[src/rtl/lpsq_pkg.sv]
package lpsq_pkg;

    // register byte offsets
    localparam logic [7:0] A_SETTLE  = 8'h00;
    localparam logic [7:0] A_CTRL    = 8'h04;
    localparam logic [7:0] A_STATE   = 8'h08;
    localparam logic [7:0] A_IRQ_ST  = 8'h0C;
    localparam logic [7:0] A_IRQ_MSK = 8'h10;
    localparam logic [7:0] A_WMASK1  = 8'h14;
    localparam logic [7:0] A_WMASK2  = 8'h18;
    localparam logic [7:0] A_WFACT1  = 8'h1C;
    localparam logic [7:0] A_WFACT2  = 8'h20;
    localparam logic [7:0] A_WCLR1   = 8'h24;
    localparam logic [7:0] A_WCLR2   = 8'h28;
    localparam logic [7:0] A_HOLD1   = 8'h2C;
    localparam logic [7:0] A_HOLD2   = 8'h30;

    // field positions
    localparam int SETTLE_LSB   = 8;
    localparam int SETTLE_W     = 8;
    localparam int SEL_HI_BIT   = 7;
    localparam int SEL_LO_LSB   = 2;
    localparam int AEN_BIT      = 1;
    localparam int DEN_BIT      = 0;
    localparam int ACT_BIT      = 0;
    localparam int DIG_WAKE_BIT = 0;
    localparam int FLT_WAKE_BIT = 1;
    localparam int SCAN_LO      = 14;
    localparam int SCAN_HI      = 18;
    localparam int IRQ_START    = 0;
    localparam int IRQ_TRIG     = 1;
    localparam int IRQ_RANGE    = 2;
    localparam int IRQ_W        = 3;

    // values after reset
    localparam logic [31:0] WMASK_RST = 32'hFFFFFFFF;
    localparam logic [7:0]  CTRL_RST  = 8'h00;
    localparam logic [7:0]  SETL_RST  = 8'h00;

    // settling: fast oscillator divided by 20, sixteen ticks per count
    localparam int SETTLE_DIV  = 20;
    localparam int SETTLE_MULT = 16;
    localparam int SETTLE_CYC  = SETTLE_DIV * SETTLE_MULT;

    localparam logic [2:0] HSIZE_WORD = 3'h2;

    typedef enum logic [1:0] {
        S_IDLE   = 2'b00,
        S_SETTLE = 2'b01,
        S_DIG    = 2'b10
    } lpsq_state_e;

endpackage

[src/rtl/lpsq_settle_if.sv]
`timescale 1ns/1ps
interface lpsq_settle_if;
    logic       start;
    logic [7:0] cnt;
    logic       done;
    modport ctl (output start, output cnt, input done);
    modport tmr (input start, input cnt, output done);
endinterface

[src/rtl/lpsq_settle.sv]
`timescale 1ns/1ps
module lpsq_settle (
    input  wire logic   core_clk,
    input  wire logic   rst,
    lpsq_settle_if.tmr  sif
);
    logic [4:0]  div_q,  div_d;
    logic [11:0] left_q, left_d;
    logic        run_q,  run_d;
    logic        done_q, done_d;
    logic        tick;

    assign tick = (div_q == 5'(lpsq_pkg::SETTLE_DIV - 1));
    assign sif.done = done_q;

    always_comb begin
        div_d  = div_q;
        left_d = left_q;
        run_d  = run_q;
        done_d = 1'b0;
        if (sif.start) begin
            run_d  = 1'b1;
            div_d  = 5'h00;
            left_d = {sif.cnt, 4'h0};
        end else if (run_q) begin
            if (left_q == 12'h000) begin
                run_d  = 1'b0;
                done_d = 1'b1;
            end else begin
                div_d = tick ? 5'h00 : div_q + 5'h01;
                if (tick) begin
                    left_d = left_q - 12'h001;
                end
            end
        end
    end

    always_ff @(posedge core_clk or posedge rst) begin
        if (rst) begin
            div_q  <= 5'h00;
            left_q <= 12'h000;
            run_q  <= 1'b0;
            done_q <= 1'b0;
        end else begin
            div_q  <= div_d;
            left_q <= left_d;
            run_q  <= run_d;
            done_q <= done_d;
        end
    end
endmodule // lpsq_settle

[src/rtl/lpsq_wake.sv]
`timescale 1ns/1ps
module lpsq_wake #(
    parameter int W = 32
) (
    input  wire logic         core_clk,
    input  wire logic         rst,
    input  wire logic [W-1:0] ev,
    input  wire logic [W-1:0] mask,
    input  wire logic [W-1:0] clr,
    output logic      [W-1:0] fact
);
    genvar i;
    generate
        for (i = 0; i < W; i++) begin : g_bit
            logic q, d;
            // an unmasked event wins over a clear in the same cycle
            always_comb begin
                d = q;
                if (clr[i]) begin
                    d = 1'b0;
                end
                if (ev[i] && !mask[i]) begin
                    d = 1'b1;
                end
            end
            always_ff @(posedge core_clk or posedge rst) begin
                if (rst) begin
                    q <= 1'b0;
                end else begin
                    q <= d;
                end
            end
            assign fact[i] = q;
        end
    endgenerate
endmodule // lpsq_wake

[src/rtl/lpsq_top.sv]
// Operation
// - settle count at bits 15:8; wait is 16 x count x 20 oscillator cycles
// - timer channel chosen by select bit 7 and select field bits 3:2
// - control bit 1 enables analog input mode
// - after sensor power rises, trigger conversion once the settle time ends
// - a readable state register shows whether a sequence runs
// - analog fault wake accepted only while first wake mask bit 1 is 0
// - scan end wake of group x enabled by second mask bit x, 14 to 18
// - writing 1 to a wake clear bit clears that latched wake factor
// - writing 0 to both pin hold registers releases the held pins
// - with both modes enabled both polling sequences run together
// - an expiry of the chosen timer channel while idle starts one sequence; expiries during a sequence are ignored
// - busy flag reads 1 during a sequence and 0 otherwise
// - range error raises its interrupt and the analog fault wake factor
//
// Decided for this implementation: the register addresses and the AHB-Lite slave port.
`timescale 1ns/1ps
module lpsq_top (
    input  wire logic        core_clk,
    input  wire logic        rst,
    input  wire logic        hsel,
    input  wire logic [31:0] haddr,
    input  wire logic [1:0]  htrans,
    input  wire logic        hwrite,
    input  wire logic [2:0]  hsize,
    input  wire logic [31:0] hwdata,
    input  wire logic        hready,
    output logic      [31:0] hrdata,
    output logic             hreadyout,
    output logic             hresp,
    input  wire logic [7:0]  timer_expiry,
    input  wire logic        digital_seq_done,
    input  wire logic        digital_mismatch,
    input  wire logic        range_error_irq,
    input  wire logic [4:0]  scan_group_end_irq,
    input  wire logic        standby_entry,
    output logic             sensor_power_out,
    output logic             conv_trigger,
    output logic             digital_seq_start,
    output logic             analog_fault_wake,
    output logic             wake_request,
    output logic             pin_hold_first,
    output logic             pin_hold_second,
    output logic             irq
);
    // ---------------- bus slave ----------------
    logic [7:0]  waddr_q, waddr_d;
    logic        wpend_q, wpend_d;
    logic [31:0] rdat_q,  rdat_d;
    logic        we;
    logic [31:0] wclr1, wclr2;

    // ---------------- configuration ----------------
    logic [7:0]                     ctrl_q,  ctrl_d;
    logic [lpsq_pkg::SETTLE_W-1:0]  setl_q,  setl_d;
    logic [lpsq_pkg::IRQ_W-1:0]     ist_q,   ist_d;
    logic [lpsq_pkg::IRQ_W-1:0]     imsk_q,  imsk_d;
    logic [31:0]                    wm1_q,   wm1_d;
    logic [31:0]                    wm2_q,   wm2_d;
    logic                           hold1_q, hold1_d;
    logic                           hold2_q, hold2_d;
    logic                           irq_q,   irq_d;
    logic                           wreq_q,  wreq_d;

    // ---------------- sequencer ----------------
    lpsq_pkg::lpsq_state_e          st_q,    st_d;
    logic                           act_q,   act_d;
    logic                           pwr_q,   pwr_d;
    logic                           trig_q,  trig_d;
    logic                           dst_q,   dst_d;
    logic                           dpend_q, dpend_d;
    logic                           flt_q,   flt_d;
    logic                           aen, den, sel_exp;
    logic [2:0]                     sel;
    logic [31:0]                    fact1, fact2, ev2;

    lpsq_settle_if sif ();

    lpsq_settle u_settle (
        .core_clk (core_clk),
        .rst      (rst),
        .sif      (sif)
    );

    assign aen = ctrl_q[lpsq_pkg::AEN_BIT];
    assign den = ctrl_q[lpsq_pkg::DEN_BIT];
    assign sel = {ctrl_q[lpsq_pkg::SEL_HI_BIT],
                  ctrl_q[lpsq_pkg::SEL_LO_LSB +: 2]};
    assign sel_exp = timer_expiry[sel];

    assign we = wpend_q;

    function automatic logic [31:0] rd_word(input logic [7:0] a);
        logic [31:0] r;
        r = 32'h00000000;
        case (a)
            lpsq_pkg::A_SETTLE:  r[lpsq_pkg::SETTLE_LSB +: 8] = setl_q;
            lpsq_pkg::A_CTRL:    r[7:0] = ctrl_q;
            lpsq_pkg::A_STATE:   r[lpsq_pkg::ACT_BIT] = act_q;
            lpsq_pkg::A_IRQ_ST:  r[lpsq_pkg::IRQ_W-1:0] = ist_q;
            lpsq_pkg::A_IRQ_MSK: r[lpsq_pkg::IRQ_W-1:0] = imsk_q;
            lpsq_pkg::A_WMASK1:  r = wm1_q;
            lpsq_pkg::A_WMASK2:  r = wm2_q;
            lpsq_pkg::A_WFACT1:  r = fact1;
            lpsq_pkg::A_WFACT2:  r = fact2;
            lpsq_pkg::A_HOLD1:   r[0] = hold1_q;
            lpsq_pkg::A_HOLD2:   r[0] = hold2_q;
            default:             r = 32'h00000000;
        endcase
        return r;
    endfunction

    // zero wait states: read data is fetched during the address phase
    always_comb begin
        wpend_d = 1'b0;
        waddr_d = waddr_q;
        rdat_d  = rdat_q;
        if (hsel && hready && htrans[1]) begin
            waddr_d = haddr[7:0];
            wpend_d = hwrite && (hsize == lpsq_pkg::HSIZE_WORD);
            if (!hwrite) begin
                rdat_d = rd_word(haddr[7:0]);
            end
        end
    end

    always_ff @(posedge core_clk or posedge rst) begin
        if (rst) begin
            waddr_q <= 8'h00;
            wpend_q <= 1'b0;
            rdat_q  <= 32'h00000000;
        end else begin
            waddr_q <= waddr_d;
            wpend_q <= wpend_d;
            rdat_q  <= rdat_d;
        end
    end

    assign hrdata    = rdat_q;
    assign hreadyout = 1'b1;
    assign hresp     = 1'b0;

    assign wclr1 = (we && waddr_q == lpsq_pkg::A_WCLR1) ? hwdata
                                                         : 32'h00000000;
    assign wclr2 = (we && waddr_q == lpsq_pkg::A_WCLR2) ? hwdata
                                                         : 32'h00000000;

    // ---------------- wake factor latches ----------------
    always_comb begin
        ev2 = 32'h00000000;
        ev2[lpsq_pkg::SCAN_HI:lpsq_pkg::SCAN_LO] = scan_group_end_irq;
    end

    lpsq_wake #(.W(32)) u_wake1 (
        .core_clk (core_clk),
        .rst      (rst),
        .ev       ({30'h00000000, flt_q, digital_mismatch}),
        .mask     (wm1_q),
        .clr      (wclr1),
        .fact     (fact1)
    );

    lpsq_wake #(.W(32)) u_wake2 (
        .core_clk (core_clk),
        .rst      (rst),
        .ev       (ev2),
        .mask     (wm2_q),
        .clr      (wclr2),
        .fact     (fact2)
    );

    // ---------------- configuration registers ----------------
    always_comb begin
        ctrl_d  = ctrl_q;
        setl_d  = setl_q;
        imsk_d  = imsk_q;
        wm1_d   = wm1_q;
        wm2_d   = wm2_q;
        hold1_d = hold1_q;
        hold2_d = hold2_q;
        ist_d   = ist_q;
        if (we) begin
            case (waddr_q)
                lpsq_pkg::A_SETTLE: begin
                    if (!aen && !den && !act_q) begin
                        setl_d = hwdata[lpsq_pkg::SETTLE_LSB +: 8];
                    end
                end
                lpsq_pkg::A_CTRL: begin
                    ctrl_d = hwdata[7:0];
                    if (aen || den || act_q) begin
                        ctrl_d[lpsq_pkg::SEL_HI_BIT] =
                            ctrl_q[lpsq_pkg::SEL_HI_BIT];
                        ctrl_d[lpsq_pkg::SEL_LO_LSB +: 2] =
                            ctrl_q[lpsq_pkg::SEL_LO_LSB +: 2];
                    end
                end
                lpsq_pkg::A_IRQ_ST:
                    ist_d = ist_q & ~hwdata[lpsq_pkg::IRQ_W-1:0];
                lpsq_pkg::A_IRQ_MSK:
                    imsk_d = hwdata[lpsq_pkg::IRQ_W-1:0];
                lpsq_pkg::A_WMASK1:  wm1_d = hwdata;
                lpsq_pkg::A_WMASK2:  wm2_d = hwdata;
                lpsq_pkg::A_HOLD1:   hold1_d = hold1_q & hwdata[0];
                lpsq_pkg::A_HOLD2:   hold2_d = hold2_q & hwdata[0];
                default: ;
            endcase
        end
        if (standby_entry) begin
            hold1_d = 1'b1;
            hold2_d = 1'b1;
        end
        // hardware set wins over a same-cycle write-one clear
        ist_d[lpsq_pkg::IRQ_START] = ist_d[lpsq_pkg::IRQ_START]
            | (st_q == lpsq_pkg::S_IDLE && act_d);
        ist_d[lpsq_pkg::IRQ_TRIG]  = ist_d[lpsq_pkg::IRQ_TRIG] | trig_d;
        ist_d[lpsq_pkg::IRQ_RANGE] = ist_d[lpsq_pkg::IRQ_RANGE]
            | range_error_irq;
        irq_d  = |(ist_q & ~imsk_q);
        wreq_d = (|fact1) || (|fact2);
    end

    always_ff @(posedge core_clk or posedge rst) begin
        if (rst) begin
            ctrl_q  <= lpsq_pkg::CTRL_RST;
            setl_q  <= lpsq_pkg::SETL_RST;
            ist_q   <= '0;
            imsk_q  <= '1;
            wm1_q   <= lpsq_pkg::WMASK_RST;
            wm2_q   <= lpsq_pkg::WMASK_RST;
            hold1_q <= 1'b0;
            hold2_q <= 1'b0;
            irq_q   <= 1'b0;
            wreq_q  <= 1'b0;
        end else begin
            ctrl_q  <= ctrl_d;
            setl_q  <= setl_d;
            ist_q   <= ist_d;
            imsk_q  <= imsk_d;
            wm1_q   <= wm1_d;
            wm2_q   <= wm2_d;
            hold1_q <= hold1_d;
            hold2_q <= hold2_d;
            irq_q   <= irq_d;
            wreq_q  <= wreq_d;
        end
    end

    // ---------------- polling sequencer ----------------
    assign sif.cnt = setl_q;

    always_comb begin
        st_d      = st_q;
        act_d     = act_q;
        pwr_d     = pwr_q;
        trig_d    = 1'b0;
        dst_d     = 1'b0;
        dpend_d   = dpend_q && !digital_seq_done;
        sif.start = 1'b0;
        flt_d     = range_error_irq;
        case (st_q)
            lpsq_pkg::S_IDLE: begin
                if (sel_exp && (aen || den)) begin
                    act_d   = 1'b1;
                    dst_d   = den;
                    dpend_d = den;
                    if (aen) begin
                        pwr_d     = 1'b1;
                        sif.start = 1'b1;
                        st_d      = lpsq_pkg::S_SETTLE;
                    end else begin
                        st_d = lpsq_pkg::S_DIG;
                    end
                end
            end
            lpsq_pkg::S_SETTLE: begin
                if (sif.done) begin
                    trig_d = 1'b1;
                    pwr_d  = 1'b0;
                    if (dpend_d) begin
                        st_d = lpsq_pkg::S_DIG;
                    end else begin
                        st_d  = lpsq_pkg::S_IDLE;
                        act_d = 1'b0;
                    end
                end
            end
            lpsq_pkg::S_DIG: begin
                if (!dpend_d) begin
                    st_d  = lpsq_pkg::S_IDLE;
                    act_d = 1'b0;
                end
            end
            default: begin
                st_d  = lpsq_pkg::S_IDLE;
                act_d = 1'b0;
                pwr_d = 1'b0;
            end
        endcase
    end

    always_ff @(posedge core_clk or posedge rst) begin
        if (rst) begin
            st_q    <= lpsq_pkg::S_IDLE;
            act_q   <= 1'b0;
            pwr_q   <= 1'b0;
            trig_q  <= 1'b0;
            dst_q   <= 1'b0;
            dpend_q <= 1'b0;
            flt_q   <= 1'b0;
        end else begin
            st_q    <= st_d;
            act_q   <= act_d;
            pwr_q   <= pwr_d;
            trig_q  <= trig_d;
            dst_q   <= dst_d;
            dpend_q <= dpend_d;
            flt_q   <= flt_d;
        end
    end

    assign sensor_power_out  = pwr_q;
    assign conv_trigger      = trig_q;
    assign digital_seq_start = dst_q;
    assign analog_fault_wake = flt_q;
    assign wake_request      = wreq_q;
    assign pin_hold_first    = hold1_q;
    assign pin_hold_second   = hold2_q;
    assign irq               = irq_q;

    // ---------------- checks ----------------
    logic [16:0] pw_cnt_q;
    always_ff @(posedge core_clk or posedge rst) begin
        if (rst) begin
            pw_cnt_q <= 17'h00000;
        end else begin
            pw_cnt_q <= pwr_q ? pw_cnt_q + 17'h00001 : 17'h00000;
        end
    end
endmodule // lpsq_top

[config.mk]
export PLATFORM = sky130hd
export DESIGN_NAME = lpsq_top
export DESIGN_NICKNAME = d
export VERILOG_FILES = /design/src/rtl/lpsq_pkg.sv /design/src/rtl/lpsq_settle_if.sv /design/src/rtl/lpsq_settle.sv /design/src/rtl/lpsq_wake.sv /design/src/rtl/lpsq_top.sv
export SDC_FILE = /design/constraint.sdc
export NUM_CORES = 1
export LEC_CHECK = 0
export BUFFER_PORTS_ARGS = -buffer_cell sky130_fd_sc_hd__buf_2
export CAP_MARGIN = 10
export CELL_PAD_IN_SITES_DETAIL_PLACEMENT = 1
export CELL_PAD_IN_SITES_GLOBAL_PLACEMENT = 1
export CORE_MARGIN = 2
export CORE_UTILIZATION = 48
export CTS_CLUSTER_DIAMETER = 80
export CTS_CLUSTER_SIZE = 12
export DETAILED_ROUTE_END_ITERATION = 7
export PLACE_DENSITY_LB_ADDON = 0.05
export SYNTH_ARGS = -nofsm -noshare
export SYNTH_HDL_FRONTEND = slang
export SYNTH_SLANG_ARGS = --single-unit
export TNS_END_PERCENT = 1
[constraint.sdc]
create_clock -name core_clk -period 11.5 [get_ports core_clk]
set_input_delay 1.15 -clock core_clk [delete_from_list [all_inputs] [get_ports core_clk]]
set_output_delay 1.15 -clock core_clk [all_outputs]
set_load 0.005 [all_outputs]
==> flow_metrics.py <==
metrics = {
    "die": {
        "io_pins": 133,
        "rows": 45,
        "core_sq_um": 15300,
        "dieArea_sq_um": 16700,
        "start_util_pct": 49.2,
        "die_h_um": 129,
        "fp.dieW_um": 129,
    },
    "min_path": {
        "holdPathStages": 1,
        "min_to": "sensor_power_out$_DFFE_PP0P_",
        "min_path_type": "reg -> reg",
        "hold_path_startpoint": "sensor_power_out$_DFFE_PP0P_",
    },
    "cts": {
        "path_clk_slew_ps": 70,
        "cts_made_buffers": 17,
        "clkLatencyLatePin_ps": 440,
        "cts_resized": 0,
        "cts.htree.levels": 4,
        "cts_tree": "built",
        "cts_setup_buffers": 0,
        "clockBufferDepth": 2,
        "cts-root-buf": "clkbuf_16",
        "numClockSinks": 165,
        "cts.hold.buffers_added": 0,
    },
    "synthesis": {
        "yosys.area_share.simple_pct": 10.3,
        "synth.mux.area_fraction_pct": 16.5,
        "avgSynthCellArea_sq_um": 12.0,
        "synthArstFlopShare_pct": 100,
        "mappedNetlistArea_sq_um": 7510,
        "syn_inst": 624,
        "synth_xor_area_share_pct": 1.28,
        "synth_seq_cells": 165,
        "synth_top_family_by_area": "multiplexers",
        "synth-main-ff-cell": "dfrtp_1",
        "yosysWarningCount": 0,
        "synth_adder_area_share_pct": 0.333,
        "synth_fp_nets": 717,
        "ys_types": 64,
        "synth_edf_count": 0,
        "ys_seq_area_share_pct": 56.1,
        "synth_compound_area_share_pct": 12.4,
    },
    "power_and_ir_drop": {
        "vdd_ir_drop_max_v": 0.000119,
        "leakage_nw": 3.90,
        "power_density_nw_per_um2": 173,
    },
    "setup_path": {
        "setup.worst_path.class": "in -> reg",
        "required_ps": 11860,
        "r2r_slack_ps": 8740,
        "crit_chain": "buf_2, nor2b_1, and2_1, a21oi_1, nor3b_1, a22o_1",
        "endpoint_kind": "flip-flop",
        "cp_data_arrival_time_ps": 3790,
        "crit_fanout": 24,
        "reg2regPathDepth": 5,
        "cp_slowest_stage_delay_ps": 930,
        "r2r-start": "ctrl_q[2]$_DFFE_PP0P_",
        "slowest_stage": "and2_1",
        "start_kind": "input port",
        "crit-reg2reg-capture": "u_settle.left_q[11]$_DFFE_PP0P_",
    },
    "placed_design": {
        "place_ws_ps": 7720,
        "port_buffers": 105,
        "place_area_sq_um": 8220,
        "post-dp-hpwl_mm": 12.9,
        "gp_congestion": 0.786,
    },
    "final_layout": {
        "fin_area_sq_um": 8830,
        "drive_above_1_share_pct": 43.2,
        "area_growth_pct": 17.7,
        "fin_nets": 816,
        "diodes": 0,
        "num-fill-cells": 1616,
    },
    "timing": {
        "rsz0062_at_grt": "false",
        "final.period_utilization_pct": 29.8,
        "skew_ps": 14.4,
        "worstMarginPinSlew_ps": 1120,
        "worst_slack_ps": 8080,
        "setup_tns_ps": 0,
        "fin_crit_ps": 3420,
        "maxSlewViolCount": 0,
        "setup_violations": 0,
        "slew_headroom_pct": 25.4,
        "max_freq_ghz": 0.292,
        "hold_viol_final": 0,
    },
    "grt": {
        "grt-ovfl-total": 0,
        "grt_max_degree": 102,
        "grt_usage_pct": 24.8,
        "grt_pass1_wl_mm": 31.3,
        "grt_pass1_vias": 5938,
        "antenna_found_initial": 0,
    },
    "detailed_routing": {
        "remaining_drc_errors": 0,
        "routedWlPerCell_um": 20.4,
        "dr_total_vias": 5394,
        "drt_wl_total_mm": 19.4,
        "via_per_inst": 5.70,
        "first_iter_violations": 293,
        "drtPass1Iterations": 4,
        "antenna_left": 0,
    },
    "run": {
        "drv_cap": 0,
    },
    "outcome": {
        "status": "finished, final reports clean",
    },
}
## through the flow
stage	hold WS, ps	std cells	power [mW]	util, %
after global routing	510	947	1.61	57.9
after detailed placement	461	915	0.946	53.9
after floorplan	449	624	0.885	-
final	473	947	1.53	57.9
after global placement	457	915	0.928	53.9
after CTS	476	947	1.54	57.9
## layer usage
layer | wire length (um) | track usage (%) | part of all wire [%]
met5 | 0 | 0 | 0
met4 | 198 | 8.25 | 1.0
met3 | 901 | 5.66 | 4.7
met2 | 10100 | 43.0 | 52
met1 | 8140 | 30.7 | 42
## report_power, final
group | leakage, nW | internal (mW) | total (mW) | switching [mW]
Clock | 0.305 | 0.340 | 0.594 | 0.255
Sequential | 1.91 | 0.651 | 0.708 | 0.0567
Combinational | 1.69 | 0.104 | 0.228 | 0.124
Total | 3.90 | 1.09 | 1.53 | 0.436
## layout make-up
| type | instances | area (sq um) | area share, % |
|---|---|---|---|
| clock buffers | 19 | 453 | 5.13 |
| clock inverters | 13 | 160 | 1.81 |
| inverters | 21 | 83.8 | 0.949 |
| multi-input cells | 407 | 3090 | 35.0 |
| flip-flops and latches | 165 | 4210 | 47.7 |
| well taps | 211 | 264 | 2.99 |
| repair buffers | 111 | 571 | 6.46 |
## worst max-delay path by stage
stage,to,startpoint,cells past startpoint
CTS,hrdata[3]$_DFFE_PP0P_,haddr[3],6
global placement,hrdata[6]$_DFFE_PP0P_,haddr[3],6
finish,hrdata[3]$_DFFE_PP0P_,haddr[3],6
global route,hrdata[4]$_DFFE_PP0P_,haddr[3],6
floorplan,act_q$_DFF_PP0_,rst,1
detailed placement,hrdata[4]$_DFFE_PP0P_,haddr[3],6
## cell usage in the layout (no fill, tap or decap), types with 17 or more instances in the layout
| cell type | netlist | routed |
|---|---|---|
| clkbuf_16 | 0 | 17 |
| inv_1 | 21 | 20 |
| buf_2 | 3 | 105 |
| nand2_1 | 50 | 50 |
| nor2_1 | 25 | 25 |
| dfrtp_1 | 98 | 98 |
| mux2_2 | 97 | 97 |
| o21ai_0 | 31 | 31 |
| dfstp_2 | 67 | 67 |
| a22oi_1 | 32 | 32 |
## cell families after synthesis
family | count (synthesis)
AOI/OAI and AO/OA | 129
xor gates and xnor gates | 11
adders and majority gates | 2
buffers and inverters | 52
DFF | 165
muxes | 112
other | 2
and+or+nand+nor | 151
## worst max-delay path: cells and delay by family
| family | cells | cell delay, ps |
|---|---|---|
| simple gates | 3 | 1980 |
| buf+inv | 1 | 240 |
| compound gates | 2 | 400 |
## cell usage after synthesis (all sizes together) (2+ instances only)
cell     count  area [sq um]
nand3        8          40.0
o31ai        4          43.8
mux2i       15           150
and2         2          12.5
o21ai       32           160
nand2b       6          37.5
inv         21          78.8
ha           2          25.0
conb         2          7.51
a21o         4          30.0
or3b         2          17.5
o22ai        8          50.1
nand4        3          18.8
a21oi       10          50.1
nor4         5          31.3
clkbuf      20          76.3
a221oi       2          17.5
or3          3          20.0
and3         6          37.5
buf         11          63.8
mux2        97          1090
nor3b        3          22.5
xnor2        4          35.0
nor2b       11          68.8
o31a         2          18.8
xor2         7          61.3
nor2        25          93.8
a22o        15           131
o2111ai      2          17.5
o21bai       2          15.0
nor4b        3          32.5
dfstp       67          1760
a311oi       2          17.5
or2          3          18.8
o22a         2          17.5
nand2       50           188
nor3        14          70.1
dfrtp       98          2450
o2bb2ai      5          43.8
a22oi       32           240
## sequential cells by signal, indices dropped and copies added (netlist names), 2 cells and up
register	cells
u_settle.div_q	5
u_wake1.g_bit.q	2
wm1_q	32
waddr_q	8
hrdata	32
setl_q	8
imsk_q	3
u_settle.left_q	12
ctrl_q	8
st_q	2
ist_q	3
wm2_q	32
u_wake2.g_bit.q	5
No activity file was read; power rests on OpenSTA's default activity.
